<file path="src/common/gain_switch_pkg.sv">
/*
  Constants for the servo gain switching selector: object indices,
  reset values, mode encodings, timing and state types.
  Assumes a single 125 MHz control clock.
*/
package gain_switch_pkg;
  // Object dictionary indices
  localparam logic [15:0] IDX_POS_LOOP_GAIN1  = 16'h3100;
  localparam logic [15:0] IDX_POS_LOOP_GAIN2  = 16'h3105;
  localparam logic [15:0] IDX_OPSEL           = 16'h3114;
  localparam logic [15:0] IDX_POS_MODE        = 16'h3115;
  localparam logic [15:0] IDX_RETURN_DELAY    = 16'h3116;
  localparam logic [15:0] IDX_SWITCH_LEVEL    = 16'h3117;
  localparam logic [15:0] IDX_SWITCH_HYST     = 16'h3118;
  localparam logic [15:0] IDX_RAMP_TIME       = 16'h3119;
  localparam logic [15:0] IDX_SPEED_MODE      = 16'h3120;
  localparam logic [15:0] IDX_TLIM_SEL        = 16'h3521;

  // Reset values
  localparam logic [15:0] RST_POS_LOOP_GAIN1  = 16'h0000;
  localparam logic [15:0] RST_POS_LOOP_GAIN2  = 16'h0000;
  localparam logic [15:0] RST_OPSEL           = 16'h0001;
  localparam logic [15:0] RST_POS_MODE        = 16'h0000;
  localparam logic [15:0] RST_RETURN_DELAY    = 16'h0032;
  localparam logic [15:0] RST_SWITCH_LEVEL    = 16'h0032;
  localparam logic [15:0] RST_SWITCH_HYST     = 16'h0021;
  localparam logic [15:0] RST_RAMP_TIME       = 16'h0021;
  localparam logic [15:0] RST_SPEED_MODE      = 16'h0000;
  localparam logic [15:0] RST_TLIM_SEL        = 16'h0000;

  // Operating mode selection
  localparam logic [15:0] OPSEL_SWITCHING     = 16'h0001;

  // Position control switching modes
  localparam logic [15:0] PM_FIXED1           = 16'h0000;
  localparam logic [15:0] PM_FIXED2           = 16'h0001;
  localparam logic [15:0] PM_COMMAND          = 16'h0002;
  localparam logic [15:0] PM_CMD_TORQUE       = 16'h0003;
  localparam logic [15:0] PM_FIXED1_ALT       = 16'h0004;
  localparam logic [15:0] PM_CMD_SPEED        = 16'h0005;
  localparam logic [15:0] PM_POS_ERROR        = 16'h0006;
  localparam logic [15:0] PM_POS_CMD          = 16'h0007;
  localparam logic [15:0] PM_ACT_SPEED        = 16'h0009;
  localparam logic [15:0] PM_CMD_AND_SPEED    = 16'h000A;

  // Speed control switching modes kept here
  localparam logic [15:0] SM_FIXED1           = 16'h0000;
  localparam logic [15:0] SM_FIXED2           = 16'h0001;
  localparam logic [15:0] SM_COMMAND          = 16'h0002;

  // Torque limit selections that pin gain 1 in speed control command mode
  localparam logic [15:0] TLIM_PIN_A          = 16'h0003;
  localparam logic [15:0] TLIM_PIN_B          = 16'h0006;

  // Timing: delay and ramp settings count 0.1 ms steps
  localparam int          CLK_PERIOD_PS       = 8000;
  localparam int          STEP_TIME_PS        = 100000000;
  localparam int          STEP_CYCLES         =
    (STEP_TIME_PS + CLK_PERIOD_PS - 1) / CLK_PERIOD_PS;

  typedef enum logic [1:0] {
    HOLD_G1,
    HOLD_G2,
    RETURNING
  } sel_state_t;
endpackage

</file>
<file path="src/common/ramp_if.sv">
/*
  Carrier between the selector and the position loop gain ramp.
  Assumes both ends run on the same control clock.
*/
interface ramp_if;
  logic        step_tick;
  logic [15:0] target_gain;
  logic [15:0] ramp_time;
  logic [15:0] gain;

  modport ctrl (
    output step_tick,
    output target_gain,
    output ramp_time,
    input  gain
  );
  modport ramp (
    input  step_tick,
    input  target_gain,
    input  ramp_time,
    output gain
  );
endinterface

</file>
<file path="src/logic/gain_switch_select.sv">
/*
  Servo gain 1 / gain 2 selector with hysteresis, return delay and
  position loop gain ramp; settings reached by object index.
  Assumes the fieldbus object access and all monitored quantities are
  produced by logic on the same control clock.
*/
module gain_switch_select
  import gain_switch_pkg::*;
#(
  parameter int STEP_CYCLES_P = STEP_CYCLES
)
(
  input  wire logic        clock,
  input  wire logic        srst,
  input  wire logic [15:0] obj_index,
  input  wire logic        obj_wr,
  input  wire logic [15:0] obj_wdata,
  input  wire logic        obj_rd,
  output logic      [15:0] obj_rdata,
  input  wire logic        speed_control,
  input  wire logic        fully_closed,
  input  wire logic        gain_sel_cmd,
  input  wire logic [15:0] cmd_torque_pct,
  input  wire logic [15:0] cmd_speed,
  input  wire logic [15:0] act_speed,
  input  wire logic [15:0] pos_err_motor,
  input  wire logic [15:0] pos_err_external,
  input  wire logic        pos_cmd_present,
  output logic             gain_set2,
  output logic             integral_action_toggle,
  output logic      [15:0] pos_loop_gain
);
  logic [15:0] pos_loop_gain1;
  logic [15:0] pos_loop_gain2;
  logic [15:0] gain_opsel;
  logic [15:0] pos_gain_mode;
  logic [15:0] pos_gain_return_delay;
  logic [15:0] pos_gain_switch_level;
  logic [15:0] pos_gain_switch_hysteresis;
  logic [15:0] pos_loop_gain_ramp_time;
  logic [15:0] speed_gain_switch_condition;
  logic [15:0] torque_limit_sel;

  logic [15:0] step_cnt;
  logic        step_tick;
  logic [15:0] delay_cnt;
  sel_state_t  state;
  sel_state_t  next_state;

  ramp_if rif ();

  // Object decode
  wire wr_gain1  = obj_wr && (obj_index == IDX_POS_LOOP_GAIN1);
  wire wr_gain2  = obj_wr && (obj_index == IDX_POS_LOOP_GAIN2);
  wire wr_opsel  = obj_wr && (obj_index == IDX_OPSEL);
  wire wr_pmode  = obj_wr && (obj_index == IDX_POS_MODE);
  wire wr_delay  = obj_wr && (obj_index == IDX_RETURN_DELAY);
  wire wr_level  = obj_wr && (obj_index == IDX_SWITCH_LEVEL);
  wire wr_hyst   = obj_wr && (obj_index == IDX_SWITCH_HYST);
  wire wr_ramp   = obj_wr && (obj_index == IDX_RAMP_TIME);
  wire wr_smode  = obj_wr && (obj_index == IDX_SPEED_MODE);
  wire wr_tlim   = obj_wr && (obj_index == IDX_TLIM_SEL);

  // Level is fixed up in the same cycle as the write that breaks it
  wire [15:0] next_hyst  = wr_hyst  ? obj_wdata : pos_gain_switch_hysteresis;
  wire [15:0] wr_level_v = wr_level ? obj_wdata : pos_gain_switch_level;
  wire [15:0] next_level = (wr_level_v < next_hyst) ?
                           next_hyst : wr_level_v;

  wire [15:0] rd_mux =
    (obj_index == IDX_POS_LOOP_GAIN1) ? pos_loop_gain1 :
    (obj_index == IDX_POS_LOOP_GAIN2) ? pos_loop_gain2 :
    (obj_index == IDX_OPSEL)          ? gain_opsel :
    (obj_index == IDX_POS_MODE)       ? pos_gain_mode :
    (obj_index == IDX_RETURN_DELAY)   ? pos_gain_return_delay :
    (obj_index == IDX_SWITCH_LEVEL)   ? pos_gain_switch_level :
    (obj_index == IDX_SWITCH_HYST)    ? pos_gain_switch_hysteresis :
    (obj_index == IDX_RAMP_TIME)      ? pos_loop_gain_ramp_time :
    (obj_index == IDX_SPEED_MODE)     ? speed_gain_switch_condition :
    (obj_index == IDX_TLIM_SEL)       ? torque_limit_sel :
                                        16'h0000;

  always_ff @(posedge clock) begin
    if (srst) begin
      pos_loop_gain1              <= RST_POS_LOOP_GAIN1;
      pos_loop_gain2              <= RST_POS_LOOP_GAIN2;
      gain_opsel                  <= RST_OPSEL;
      pos_gain_mode               <= RST_POS_MODE;
      pos_gain_return_delay       <= RST_RETURN_DELAY;
      pos_gain_switch_level       <= RST_SWITCH_LEVEL;
      pos_gain_switch_hysteresis  <= RST_SWITCH_HYST;
      pos_loop_gain_ramp_time     <= RST_RAMP_TIME;
      speed_gain_switch_condition <= RST_SPEED_MODE;
      torque_limit_sel            <= RST_TLIM_SEL;
      obj_rdata                   <= 16'h0000;
    end else begin
      if (wr_gain1) pos_loop_gain1 <= obj_wdata;
      if (wr_gain2) pos_loop_gain2 <= obj_wdata;
      if (wr_opsel) gain_opsel <= obj_wdata;
      if (wr_pmode) pos_gain_mode <= obj_wdata;
      if (wr_delay) pos_gain_return_delay <= obj_wdata;
      if (wr_ramp) pos_loop_gain_ramp_time <= obj_wdata;
      if (wr_smode) speed_gain_switch_condition <= obj_wdata;
      if (wr_tlim) torque_limit_sel <= obj_wdata;
      pos_gain_switch_level      <= next_level;
      pos_gain_switch_hysteresis <= next_hyst;
      if (obj_rd) obj_rdata <= rd_mux;
    end
  end

  // 0.1 ms step divider
  wire step_wrap = (step_cnt == 16'(STEP_CYCLES_P - 1));

  always_ff @(posedge clock) begin
    if (srst) begin
      step_cnt  <= 16'h0000;
      step_tick <= 1'b0;
    end else begin
      step_cnt  <= step_wrap ? 16'h0000 : step_cnt + 16'h0001;
      step_tick <= step_wrap;
    end
  end

  // Magnitudes, so signed quantities of either sign act alike
  function automatic logic [15:0] magnitude(input logic [15:0] v);
    magnitude = v[15] ? (16'h0000 - v) : v;
  endfunction

  wire [15:0] pos_err_sel = fully_closed ?
                            pos_err_external : pos_err_motor;
  wire [15:0] mag_torque  = magnitude(cmd_torque_pct);
  wire [15:0] mag_cspeed  = magnitude(cmd_speed);
  wire [15:0] mag_aspeed  = magnitude(act_speed);
  wire [15:0] mag_perr    = magnitude(pos_err_sel);

  wire [15:0] monitored =
    (pos_gain_mode == PM_CMD_TORQUE) ? mag_torque :
    (pos_gain_mode == PM_CMD_SPEED)  ? mag_cspeed :
    (pos_gain_mode == PM_POS_ERROR)  ? mag_perr :
                                       mag_aspeed;

  // Level never below hysteresis, so the low bound cannot wrap
  wire [16:0] upper = {1'b0, pos_gain_switch_level} +
                      {1'b0, pos_gain_switch_hysteresis};
  wire [15:0] lower = pos_gain_switch_level -
                      pos_gain_switch_hysteresis;
  wire        above = ({1'b0, monitored} > upper);
  wire        below = (monitored < lower);

  wire level_mode = (pos_gain_mode == PM_CMD_TORQUE) ||
                    (pos_gain_mode == PM_CMD_SPEED)  ||
                    (pos_gain_mode == PM_POS_ERROR)  ||
                    (pos_gain_mode == PM_ACT_SPEED)  ||
                    (pos_gain_mode == PM_CMD_AND_SPEED);
  wire delay_mode = level_mode ||
                    (pos_gain_mode == PM_POS_CMD);

  // Mode 10: a command raises gain 2; return needs no command and
  // slow actual speed
  wire go_up   = (pos_gain_mode == PM_POS_CMD)       ? pos_cmd_present :
                 (pos_gain_mode == PM_CMD_AND_SPEED) ? pos_cmd_present :
                                                       above;
  wire go_down = (pos_gain_mode == PM_POS_CMD)       ? !pos_cmd_present :
                 (pos_gain_mode == PM_CMD_AND_SPEED) ?
                   (!pos_cmd_present && below) : below;

  wire [16:0] next_delay = {1'b0, delay_cnt} + 17'h00001;
  wire        delay_done =
    (next_delay >= {1'b0, pos_gain_return_delay});

  always_comb begin
    next_state = state;
    if (!delay_mode) begin
      next_state = HOLD_G1;
    end else begin
      unique case (state)
        HOLD_G1: begin
          if (go_up) next_state = HOLD_G2;
        end
        HOLD_G2: begin
          if (go_down) begin
            next_state = (pos_gain_return_delay == 16'h0000) ?
                         HOLD_G1 : RETURNING;
          end
        end
        RETURNING: begin
          if (!go_down) next_state = HOLD_G2;
          else if (step_tick && delay_done) next_state = HOLD_G1;
        end
        default: next_state = HOLD_G1;
      endcase
    end
  end

  always_ff @(posedge clock) begin
    if (srst) begin
      state     <= HOLD_G1;
      delay_cnt <= 16'h0000;
    end else begin
      state <= next_state;
      if (state != RETURNING) delay_cnt <= 16'h0000;
      else if (step_tick) delay_cnt <= next_delay[15:0];
    end
  end

  // Final gain set choice
  wire pos_cmd_g2 = gain_sel_cmd;
  wire pos_choice =
    (pos_gain_mode == PM_FIXED1)     ? 1'b0 :
    (pos_gain_mode == PM_FIXED1_ALT) ? 1'b0 :
    (pos_gain_mode == PM_FIXED2)     ? 1'b1 :
    (pos_gain_mode == PM_COMMAND)    ? pos_cmd_g2 :
    delay_mode ? (state != HOLD_G1) : 1'b0;

  wire tlim_pins = (torque_limit_sel == TLIM_PIN_A) ||
                   (torque_limit_sel == TLIM_PIN_B);
  wire speed_choice =
    (speed_gain_switch_condition == SM_FIXED2) ? 1'b1 :
    (speed_gain_switch_condition == SM_COMMAND) ?
      (gain_sel_cmd && !tlim_pins) : 1'b0;

  wire switching = (gain_opsel == OPSEL_SWITCHING);
  wire next_set2 = switching &&
                   (speed_control ? speed_choice : pos_choice);

  always_ff @(posedge clock) begin
    if (srst) begin
      gain_set2              <= 1'b0;
      integral_action_toggle <= 1'b0;
    end else begin
      gain_set2              <= next_set2;
      integral_action_toggle <= !switching;
    end
  end

  assign rif.step_tick   = step_tick;
  assign rif.ramp_time   = pos_loop_gain_ramp_time;
  assign rif.target_gain = gain_set2 ? pos_loop_gain2 :
                                       pos_loop_gain1;

  pos_gain_ramp u_ramp (
    .clock (clock),
    .srst  (srst),
    .rp    (rif.ramp)
  );

  always_ff @(posedge clock) begin
    if (srst) pos_loop_gain <= 16'h0000;
    else pos_loop_gain <= rif.gain;
  end
endmodule

</file>
<file path="src/logic/pos_gain_ramp.sv">
/*
  Position loop gain ramp: rises toward a larger target over the
  programmed time, drops to a smaller target at once.
  Assumes a one-cycle step tick every 0.1 ms from the selector.
*/
module pos_gain_ramp
  import gain_switch_pkg::*;
(
  input  wire logic clock,
  input  wire logic srst,
  ramp_if.ramp      rp
);
  logic [15:0] tgt_q;
  logic [15:0] span;
  logic [31:0] acc;
  logic [15:0] elapsed;
  logic        ramping;

  wire         new_target = (rp.target_gain != tgt_q);
  wire         go_now     = (rp.target_gain <= rp.gain) ||
                            (rp.ramp_time == 16'h0000);
  wire  [16:0] next_elapsed = {1'b0, elapsed} + 17'h00001;
  wire         ramp_done  = (next_elapsed >= {1'b0, rp.ramp_time});
  wire         can_step   = (acc >= {16'h0000, rp.ramp_time}) &&
                            (rp.gain < tgt_q);

  always_ff @(posedge clock) begin
    if (srst) begin
      rp.gain <= 16'h0000;
      tgt_q   <= 16'h0000;
      span    <= 16'h0000;
      acc     <= 32'h0000_0000;
      elapsed <= 16'h0000;
      ramping <= 1'b0;
    end else if (new_target) begin
      tgt_q   <= rp.target_gain;
      acc     <= 32'h0000_0000;
      elapsed <= 16'h0000;
      span    <= rp.target_gain - rp.gain;
      if (go_now) begin
        rp.gain <= rp.target_gain;
        ramping <= 1'b0;
      end else begin
        ramping <= 1'b1;
      end
    end else if (ramping) begin
      if (rp.step_tick) begin
        elapsed <= next_elapsed[15:0];
        if (ramp_done) begin
          rp.gain <= tgt_q;
          ramping <= 1'b0;
        end else begin
          acc <= acc + {16'h0000, span};
        end
      end else if (can_step) begin
        // One unit per clock; the end of the time snaps any lag
        rp.gain <= rp.gain + 16'h0001;
        acc     <= acc - {16'h0000, rp.ramp_time};
      end
    end
  end
endmodule
</file>
<file path="config.mk">
export PLATFORM = sky130hd
export DESIGN_NAME = gain_switch_select
export DESIGN_NICKNAME = d
export VERILOG_FILES = /design/src/common/gain_switch_pkg.sv /design/src/common/ramp_if.sv /design/src/logic/gain_switch_select.sv /design/src/logic/pos_gain_ramp.sv
export SDC_FILE = /design/constraint.sdc
export NUM_CORES = 1
export LEC_CHECK = 0
export BUFFER_PORTS_ARGS = -buffer_cell sky130_fd_sc_hd__buf_2
export CAP_MARGIN = 10
export CORE_ASPECT_RATIO = 1.25
export CORE_MARGIN = 2
export CORE_UTILIZATION = 30
export DETAILED_ROUTE_END_ITERATION = 7
export HOLD_SLACK_MARGIN = 0.1
export PLACE_DENSITY_LB_ADDON = 0.05
export SETUP_SLACK_MARGIN = 0.4
export SLEW_MARGIN = 15
export SYNTH_ARGS = -nofsm -noshare
export SYNTH_HDL_FRONTEND = slang
export SYNTH_HIERARCHICAL = 1
export SYNTH_SLANG_ARGS = --single-unit
export TNS_END_PERCENT = 10
</file>
<file path="constraint.sdc">
create_clock -name clock -period 11.4 [get_ports clock]
set_input_delay 1.71 -clock clock [delete_from_list [all_inputs] [get_ports clock]]
set_output_delay 1.71 -clock clock [all_outputs]
set_load 0.005 [all_outputs]
</file>
==> results of run 1 <==
-- metal layers --
layer	GRT usage [%]	share of wire (%)	up-vias
met5	0	0.098	-
met4	8.17	3.8	12
met3	2.85	3.8	131
met2	41.2	52	435
met1	24.7	40	10100
li1	-	-	10300
-- cell usage in the layout, fill, tap and decap left out, types with 27 or more instances in the layout --
cell / count
xnor2_1: 130
clkbuf_16: 41
o21ai_0: 100
dfxtp_1: 325
nor4_1: 27
a21o_1: 37
a211oi_1: 74
nand4_1: 39
xor2_1: 100
and3_1: 29
or3_1: 28
buf_2: 152
nor2b_1: 50
mux2_2: 50
nand2_1: 419
a21oi_1: 234
nand3_1: 87
inv_1: 128
mux2i_1: 60
ha_1: 176
nor3_1: 44
nor2_1: 256
-- per-stage QoR --
step	total power [mW]	setup WS (ns)
6_report	3.27	5.06
2_1_floorplan	1.77	5.72
3_5_place_dp	2.00	4.53
5_1_grt	3.45	4.51
4_1_cts	3.32	5.13
3_3_place_gp	1.99	4.68
-- cells by family (layout without fill, tap and decap cells) --
kind of cell | count (synthesis) | in the layout | synth area share [%]
AO/OA/AOI/OAI | 675 | 675 | 19.8
multiplexers | 112 | 112 | 5.25
XOR/XNOR | 231 | 231 | 8.91
flip-flops | 326 | 326 | 28.6
AND/OR/NAND/NOR | 1082 | 1082 | 22.3
adder cells (fa/ha/maj) | 182 | 182 | 10.1
buffers and inverters | 291 | 365 | 5.03
-- tightest hold or removal path: cells and delay by family (launching register included) --
kind / cells / cell delay [ns]
flops: 1 / 0.32
simple gates: 1 / 0.05
compound gates: 1 / 0.05
-- layout make-up --
| cell class | count | area, µm² |
|---|---|---|
| tap | 977 | 1220 |
| sequential | 326 | 6530 |
| clock inverter | 12 | 139 |
| clock buffer | 55 | 1160 |
| timing repair buffer | 170 | 900 |
| inverter | 128 | 480 |
| fill | 8031 | 50000 |
| multi-input combinational | 2282 | 15200 |
-- power by group through the flow --
stage | Clock, mW | Combinational (mW) | Sequential, mW
floorplan | 0 | 0.565 | 1.20
global placement | 0 | 0.768 | 1.22
detailed placement | 0 | 0.776 | 1.22
CTS | 1.35 | 0.782 | 1.20
global route | 1.38 | 0.872 | 1.20
finish | 1.30 | 0.776 | 1.19
-- worst min-delay path by stage --
stage / from / to / depth (start not counted)
after floorplan: pos_loop_gain2[0] / pos_loop_gain2[0] / 2
after global placement: pos_loop_gain2[1] / pos_loop_gain2[1] / 2
after detailed placement: pos_loop_gain2[7] / pos_loop_gain2[7] / 2
after CTS: pos_loop_gain2[7] / pos_loop_gain2[7] / 2
after global routing: pos_loop_gain1[14] / pos_loop_gain1[14] / 2
final: pos_loop_gain2[7] / pos_loop_gain2[7] / 2
==> results.py, run 1 <==
metrics = {
    "floorplanning": {
        "die_h_um": 312,
        "pin_count": 154,
        "die_w_um": 251,
        "die-area_um2": 78200,
        "start_util_pct": 30.1,
        "num_rows": 113,
        "coreArea_um2": 75600,
    },
    "placement": {
        "dpl-instance-area_um2": 24300,
        "gp_congestion": 0.880,
        "dp.cells": 3883,
        "portBuffers": 153,
        "dp_hpwl_um": 66900,
    },
    "critical_path": {
        "crit_path_end_kind": "register",
        "worst-path-buf-inv": 2,
        "critPathArrivalTime_ns": 6.79,
        "slowest_delay_ns": 0.76,
        "cp_data_required_time_ns": 11.85,
        "r2r_cells": 24,
        "worst_path_max_delay_cell": "nand2_1",
        "cp-startpoint": "obj_index[15]",
        "crit_end": "pos_gain_switch_level[11]",
        "crit_path_cell_trace": "buf_2, nor4bb_1, nand4_1, nor4_1, nand2_1, mux2i_1, ha_1, a21o_1, a21o_1, a21oi_1, nand3_1, o21ai_2, buf_4, nand2_1, o211a_1",
        "crit_type": "primary input to register",
        "crit_family": "simple AND/OR/NAND/NOR gates",
        "r2r_setup_slack_ns": 6.25,
        "r2r-start": "pos_gain_switch_hysteresis[0]",
        "startpoint_type": "primary input",
        "cp_max_fo": 18,
        "r2r_end": "state[0]",
        "cp.depth": 15,
    },
    "drt": {
        "final_antenna_net_count": 0,
        "route.detailed.drc": 0,
        "drtIter0Drc": 1375,
        "wl_um": 87500,
        "vias": 21100,
        "viasPerCell": 5.33,
        "routedWlPerCell_um": 22.1,
        "first_pass_iters": 8,
    },
    "timing": {
        "max_freq_mhz": 158,
        "period_share_pct": 55.6,
        "finClkSkew_ns": 0.0144,
        "setup_viol": 0,
        "slew_headroom_pct": 29.5,
        "whs_ns": 0.469,
        "finalHoldViolCount": 0,
        "tightest_slew_ns": 1.06,
        "tns_ns": 0,
        "min_period_ns": 6.34,
        "rsz0062_at_grt": "false",
        "maxSlewViolCount": 0,
    },
    "power_and_ir_drop": {
        "ir_drop_v": 0.0000883,
        "p_leak_nw": 10.3,
        "combPwrFrac_pct": 23.7,
        "netSwitchingFraction_pct": 30.8,
        "power.switching_mw": 1.01,
        "power_density_nw_per_um2": 128,
        "clkPwrFrac_pct": 39.8,
        "p_int_mw": 2.26,
        "p_seq_share_pct": 36.5,
    },
    "clocking": {
        "cts_sinks": 326,
        "cts-buffers-inserted": 39,
        "post-cts-setup-buffers": 0,
        "cts_resized": 0,
        "cts-root-buf": "clkbuf_16",
        "cts_hold_buf": 0,
        "htreeDepth": 2,
        "clkLatencyLatePin_ns": 0.56,
        "clk_path_buf_depth": 3,
        "path_clk_slew_ns": 0.06,
        "cts_tree": "built",
    },
    "status": {
        "status": "complete, no violations",
    },
    "synthesis": {
        "synth_area_leader_cell": "dfxtp_1",
        "syn_nets": 3200,
        "syn_inst": 2899,
        "synth.avg_cell_area_um2": 7.86,
        "yosysWarnings": 6,
        "synth.top_cell.area_share_pct": 28.6,
        "yosysSeqAreaShare_pct": 28.6,
        "ys_ff_latch": 326,
        "yosys-top-cells-count": "419 x nand2_1, 326 x dfxtp_1, 257 x nor2_1, 234 x a21oi_1, 176 x ha_1",
        "synth_ff_type": "dfxtp_1",
        "synth_most_common_cell": "nand2_1",
        "yosys-top-cells-area": "dfxtp_1 29%, ha_1 9.7%, nand2_1 6.9%",
        "synth_cell_types": 100,
        "synthArstFlopShare_pct": 0,
        "synth_edf_count": 0,
        "syn_area_um2": 22800,
    },
    "final_layout": {
        "stdcell_count": 3950,
        "postLayoutCoreUtil_pct": 33.8,
        "area_growth_pct": 12.3,
        "num-nets-final": 3248,
        "drive_above_1_share_pct": 11.3,
        "diodes": 0,
        "top_register": "u_ramp/acc",
        "largest_reg_flops": 32,
        "final_area_um2": 25600,
    },
    "global_route": {
        "grt_max_degree": 92,
        "grt_pass1_wl_um": 131000,
        "grt_pass1_vias": 20900,
        "grt_usage_pct": 21.8,
        "gr-total-overflow": 0,
        "antenna_found_initial": 7,
    },
    "min_path": {
        "min_path_type": "register to register",
    },
    "job": {
        "drv_cap": 0,
    },
}
No activity file was read; power rests on OpenSTA's default activity.
==> run 2, diff against run 1 <==
==> constraint.sdc (replaced) <==
create_clock -name clock -period 6 [get_ports clock]
set_input_delay 0.9 -clock clock [delete_from_list [all_inputs] [get_ports clock]]
set_output_delay 0.9 -clock clock [all_outputs]
set_load 0.005 [all_outputs]
==> run 2 against run 1 <==
Effect of this change:
- flip-flop and latch count is the same
- highest routed layer unchanged
- via count shrank 0.21%
- core utilization grew 0.24 points
- setup slack lost 4.2 ns
- combinational power grew 98%
- register-to-register slack lost 5.4 ns
- critical path depth grew 6
- global-route usage shrank 0.19 points
- clock skew grew 0.015 ns
==> results.py, run 2 (synthesized netlist as in run 1, its figures left out) <==
metrics = {
    "final_layout": {
        "regArea_um2": 6530,
        "area_growth_pct": 13.1,
        "layout_commonest_cell": "nand2_1",
        "largest_reg_flops": 32,
        "diodes": 0,
        "drive_above_1_share_pct": 11.6,
        "num-nets-final": 3256,
        "stdcell_count": 3960,
        "top_register": "u_ramp/acc",
        "multi_input_area_um2": 15200,
        "final_cell_mix": "419 x nand2_1, 325 x dfxtp_1, 256 x nor2_1",
        "n_fill_cell": 7987,
    },
    "placement": {
        "gp_congestion": 0.883,
        "place_ws_ns": 0.533,
        "dp.cells": 3891,
        "dp_hpwl_um": 66900,
        "portBuffers": 153,
    },
    "critical_path": {
        "startpoint_type": "register",
        "crit_path_end_kind": "register",
        "cp_max_fo": 15,
        "r2r_setup_slack_ns": 0.87,
        "critPathArrivalTime_ns": 5.58,
        "crit_type": "register to register",
        "cp_data_required_time_ns": 6.45,
    },
    "timing": {
        "tns_ns": 0,
        "slew_headroom_pct": 25.1,
        "tightest_slew_ns": 1.11,
        "finalHoldViolCount": 0,
        "setup_viol": 0,
        "whs_ns": 0.472,
        "setup_ws_ns": 0.867,
        "maxSlewViolCount": 0,
        "finClkSkew_ns": 0.0289,
        "rsz0062_at_grt": "false",
        "max_freq_mhz": 195,
        "period_share_pct": 85.5,
        "min_period_ns": 5.13,
    },
    "drt": {
        "wl_um": 86800,
        "vias": 21000,
        "first_pass_iters": 7,
        "viasPerCell": 5.31,
        "drtIter0Drc": 1236,
        "route.detailed.drc": 0,
        "routedWlPerCell_um": 21.9,
        "final_antenna_net_count": 0,
    },
    "power_and_ir_drop": {
        "p_seq_share_pct": 34.7,
        "netSwitchingFraction_pct": 30.6,
        "ir_drop_v": 0.000182,
        "power_density_nw_per_um2": 252,
        "power.switching_mw": 1.99,
        "p_int_mw": 4.51,
        "p_leak_nw": 10.4,
        "clkPwrFrac_pct": 41.6,
        "combPwrFrac_pct": 23.6,
    },
    "floorplanning": {
        "die_h_um": 312,
        "die-area_um2": 78200,
        "coreArea_um2": 75600,
        "die_w_um": 251,
        "num_rows": 113,
        "start_util_pct": 30.1,
        "pin_count": 154,
    },
    "min_path": {
        "min_path_type": "register to register",
    },
    "status": {
        "status": "complete, no violations",
    },
    "global_route": {
        "grt_pass1_wl_um": 130000,
        "antenna_found_initial": 7,
        "gr-total-overflow": 0,
        "grt_pass1_vias": 21000,
        "grt_usage_pct": 21.6,
        "grt_max_degree": 90,
    },
    "clocking": {
        "cts-root-buf": "clkbuf_16",
        "cts_resized": 0,
        "cts_hold_buf": 0,
        "htreeDepth": 2,
        "cts-buffers-inserted": 39,
        "path_clk_slew_ns": 0.06,
        "clk_path_buf_depth": 3,
        "post-cts-setup-buffers": 0,
        "clkLatencyLatePin_ns": 0.57,
        "cts_sinks": 326,
        "cts_tree": "built",
    },
    "job": {
        "drv_cap": 0,
    },
}
-- run 2: changes by cell type in the layout (fill, tap and decap cells not counted), sizes merged --
cell      before  now
clkbuf        55   57
bufinv         3    7
buf          170  178
clkinvlp       0    2
clkinv         9    3
-- run 2: power by group through the flow --
stage	logic, mW	registers [mW]	clock network, mW
2_1_floorplan	1.07	2.28	0
3_3_place_gp	1.52	2.31	0
6_report	1.54	2.26	2.71
3_5_place_dp	1.53	2.31	0
5_1_grt	1.69	2.26	2.86
4_1_cts	1.54	2.26	2.79
-- run 2: cell type report --
type,instances,share of cell area (%)
Clock buffer,57,4.64
Clock inverter,12,0.932
Inverter,128,1.86
Multi-Input combinational cell,2282,58.8
Sequential cell,326,25.3
Tap cell,977,4.74
Timing Repair Buffer,178,3.72
-- run 2: path summary, 6_finish.rpt --
kind	from	endpoint	cells after the start
worst max register to register	pos_gain_mode[4]	state[0]	21
worst max-delay path	pos_gain_mode[4]	state[0]	21
worst min-delay path	pos_loop_gain1[8]	pos_loop_gain1[8]	2
worst min register to register	pos_loop_gain1[8]	pos_loop_gain1[8]	2
-- run 2: metrics by stage --
step                total power, mW  utilization, %  instance area, µm²
floorplan                      3.36               -               22800
global placement               3.83            32.2               24300
detailed placement             3.84            32.2               24300
CTS                            6.59            34.1               25800
global route                   6.81            34.1               25800
finish                         6.51            34.1               25800
-- run 2: routing by layer --
layer / routed length, µm / part of all wire, % / vias up / GRT usage, %
met5: 85 / 0.098 / - / 0
met4: 4510 / 5.2 / 14 / 10.5
met3: 3220 / 3.7 / 153 / 2.86
met2: 43800 / 50 / 472 / 39.7
met1: 35200 / 41 / 10000 / 24.5
li1: - / - / 10400 / -
-- run 2: worst max-delay path, stage by stage (launching register included) --
cell,delay [ns]
dfxtp_1,0.34
nor4_2,0.72
nand3_1,0.38
or3b_1,0.53
nor3_1,0.16
buf_4,0.23
o211ai_1,0.12
o211ai_1,0.23
nand3_1,0.14
o21ai_1,0.19
ha_1,0.30
nor2b_1,0.13
o21ai_0,0.14
nand2b_1,0.09
a21oi_1,0.15
o21ai_0,0.14
a221oi_1,0.25
o21ai_0,0.13
a31oi_1,0.17
and4b_1,0.24
o221ai_2,0.17
a21oi_2,0.07
==> run 3, diff against run 2 <==
--- a/config.mk
+++ b/config.mk
@@ -17,6 +17,5 @@
 export SLEW_MARGIN = 15
 export SYNTH_ARGS = -nofsm -noshare
 export SYNTH_HDL_FRONTEND = slang
-export SYNTH_HIERARCHICAL = 1
 export SYNTH_SLANG_ARGS = --single-unit
 export TNS_END_PERCENT = 10
==> run 3 against run 2 <==
Effect of this change:
- global-route usage decreased by 0.70 points
- critical path depth down 6
- design area is 0.59% lower
- die area shrank 0.71%
- largest cell class unchanged
- core utilization rose by 0.23 points
- setup slack better by 0.26 ns
- combinational power fell by 9.7%
- clock skew fell by 0.011 ns
- hold slack got worse by 0.017 ns
==> results.py, run 3 <==
metrics = {
    "status": {
        "status": "complete, no violations",
    },
    "floorplanning": {
        "die_w_um": 250,
        "start_util_pct": 30.3,
        "die-area_um2": 77700,
        "pin_count": 154,
        "num_rows": 112,
        "coreArea_um2": 74700,
        "die_h_um": 311,
    },
    "min_path": {
        "worst_hold_path.endpoint": "u_ramp.span[8]",
        "min_path_type": "register to register",
        "min-delay-start": "u_ramp.span[8]",
        "holdPathStages": 2,
    },
    "clocking": {
        "post-cts-setup-buffers": 0,
        "cts_sinks": 326,
        "cts-root-buf": "clkbuf_16",
        "cts-buffers-inserted": 40,
        "clk_path_buf_depth": 3,
        "clkLatencyLatePin_ns": 0.58,
        "cts_hold_buf": 0,
        "cts_resized": 0,
        "cts_tree": "built",
        "path_clk_slew_ns": 0.06,
        "htreeDepth": 2,
    },
    "final_layout": {
        "final_cell_mix": "397 x nand2_1, 325 x dfxtp_1, 298 x nor2_1",
        "area_growth_pct": 13.2,
        "postLayoutCoreUtil_pct": 34.3,
        "drive_above_1_share_pct": 10.7,
        "top_register": "u_ramp.acc",
        "num-nets-final": 3293,
        "largest_reg_flops": 32,
        "layout_commonest_cell": "nand2_1",
    },
    "drt": {
        "routedWlPerCell_um": 20.8,
        "final_antenna_net_count": 0,
        "route.detailed.drc": 0,
        "viasPerCell": 5.29,
        "vias": 21100,
        "wl_um": 82900,
        "first_pass_iters": 5,
        "drtIter0Drc": 1323,
    },
    "synthesis": {
        "syn_nets": 3217,
        "syn_area_um2": 22600,
        "synth_edf_count": 0,
        "synth_ff_type": "dfxtp_1",
        "synth.top_cell.area_share_pct": 28.8,
        "yosysWarnings": 0,
        "synth_most_common_cell": "nand2_1",
        "yosys-top-cells-count": "397 x nand2_1, 326 x dfxtp_1, 298 x nor2_1, 241 x a21oi_1, 176 x ha_1",
        "synthArstFlopShare_pct": 0,
        "synth.avg_cell_area_um2": 7.76,
        "syn_inst": 2916,
        "synth_area_leader_cell": "dfxtp_1",
        "ys_ff_latch": 326,
        "synth_cell_types": 90,
        "yosys-top-cells-area": "dfxtp_1 29%, ha_1 9.7%, nand2_1 6.6%",
        "yosysSeqAreaShare_pct": 28.8,
    },
    "job": {
        "drv_cap": 0,
    },
    "critical_path": {
        "startpoint_type": "register",
        "critPathArrivalTime_ns": 5.32,
        "r2r-start": "pos_gain_mode[10]",
        "crit_path_cell_trace": "or4_1, nor3_2, nand2_1, o211ai_1, o21ai_0, o21ai_0, ha_1, nand3_1, o22ai_1, a211oi_2, o211ai_1, a2111oi_2, nor2_1, a22oi_1, o32ai_1",
        "crit_path_end_kind": "register",
        "cp_max_fo": 18,
        "r2r_setup_slack_ns": 1.13,
        "r2r_end": "state[0]",
        "crit_type": "register to register",
        "slowest_delay_ns": 0.77,
        "cp_data_required_time_ns": 6.45,
        "r2r_cells": 15,
        "worst_path_max_delay_cell": "or4_1",
    },
    "timing": {
        "slew_headroom_pct": 26.1,
        "setup_viol": 0,
        "min_period_ns": 4.87,
        "rsz0062_at_grt": "false",
        "max_freq_mhz": 205,
        "tightest_slew_ns": 1.11,
        "period_share_pct": 81.2,
        "tns_ns": 0,
        "finClkSkew_ns": 0.0182,
        "maxSlewViolCount": 0,
        "finalHoldViolCount": 0,
    },
    "global_route": {
        "antenna_found_initial": 1,
        "grt_pass1_vias": 20800,
        "grt_pass1_wl_um": 127000,
        "grt_usage_pct": 20.9,
        "grt_max_degree": 127,
        "gr-total-overflow": 0,
    },
    "power_and_ir_drop": {
        "combPwrFrac_pct": 22.7,
        "p_leak_nw": 10.4,
        "p_int_mw": 4.25,
        "clkPwrFrac_pct": 40.5,
        "p_seq_share_pct": 36.8,
        "ir_drop_v": 0.000179,
        "power.switching_mw": 1.89,
        "netSwitchingFraction_pct": 30.8,
        "power_density_nw_per_um2": 239,
    },
    "placement": {
        "portBuffers": 153,
        "gp_congestion": 0.888,
        "dp_hpwl_um": 62400,
    },
}
[run 3: changes by cell type after synthesis, sizes merged, moves of 14 or more]
cell / change
nor2b: -20
a222oi: -25
nand4: +14
nor2: +39
nand2: -23
a221oi: +23
mux2i: +24
o21ai: -27
nor3: +14
inv: +15
a211oi: -20
and3: +16
[run 3: layer usage]
layer / vias to the layer above / global-route usage, % / routed length, µm
met4: 0 / 7.45 / 2910
met3: 108 / 1.86 / 3080
met5: - / 0 / 0
li1: 10500 / - / -
met2: 455 / 36.5 / 40300
met1: 10100 / 26.7 / 36600
[run 3: through the flow]
stage,hold WS [ns],instance area (µm²),total power [mW],worst slack (ns),std cells
CTS,0.459,25600,6.23,1.11,3989
detailed placement,0.451,24300,3.70,0.818,3919
global placement,0.446,24300,3.68,0.825,3919
floorplan,0.436,22600,3.29,0.529,2916
finish,0.455,25600,6.13,1.13,3990
global route,0.471,25600,6.48,0.729,3990
[run 3: final cells by class]
type,instances,area [µm²]
antenna,1,2.50
clock buffer,56,1180
clock inverter,14,136
fill,7885,49100
inverter,147,552
multi-input combinational,2290,15000
sequential,326,6530
tap,969,1210
timing repair buffer,187,1040
[run 3: worst max path at each step]
stage	from	end
floorplan	fully_closed	state[0]
global placement	fully_closed	state[0]
detailed placement	fully_closed	state[0]
CTS	pos_gain_mode[10]	state[0]
global route	pos_gain_switch_hysteresis[1]	state[0]
finish	pos_gain_mode[10]	state[0]
[run 3: cell families after synthesis]
family          after synthesis  synth area share [%]
mux                         126                  5.82
flops                       326                  28.8
fa+ha+maj                   182                  10.2
xor+xnor                    225                  8.71
simple gates               1128                  23.4
buf+inv                     300                  5.08
compound gates              629                  17.9
[run 3: power by group through the flow]
stage / logic (mW) / clock network (mW) / registers [mW]
after floorplan: 1.01 / 0 / 2.28
after global placement: 1.38 / 0 / 2.30
after detailed placement: 1.39 / 0 / 2.30
after CTS: 1.40 / 2.58 / 2.26
after global routing: 1.57 / 2.65 / 2.26
final: 1.39 / 2.48 / 2.26
[run 3: critical path: cells and delay by family, from the launching register on]
family / cells / cell delay, ns
simple gates: 5 / 1.96
fa+ha+maj: 1 / 0.31
flops: 1 / 0.35
compound gates: 9 / 2.13
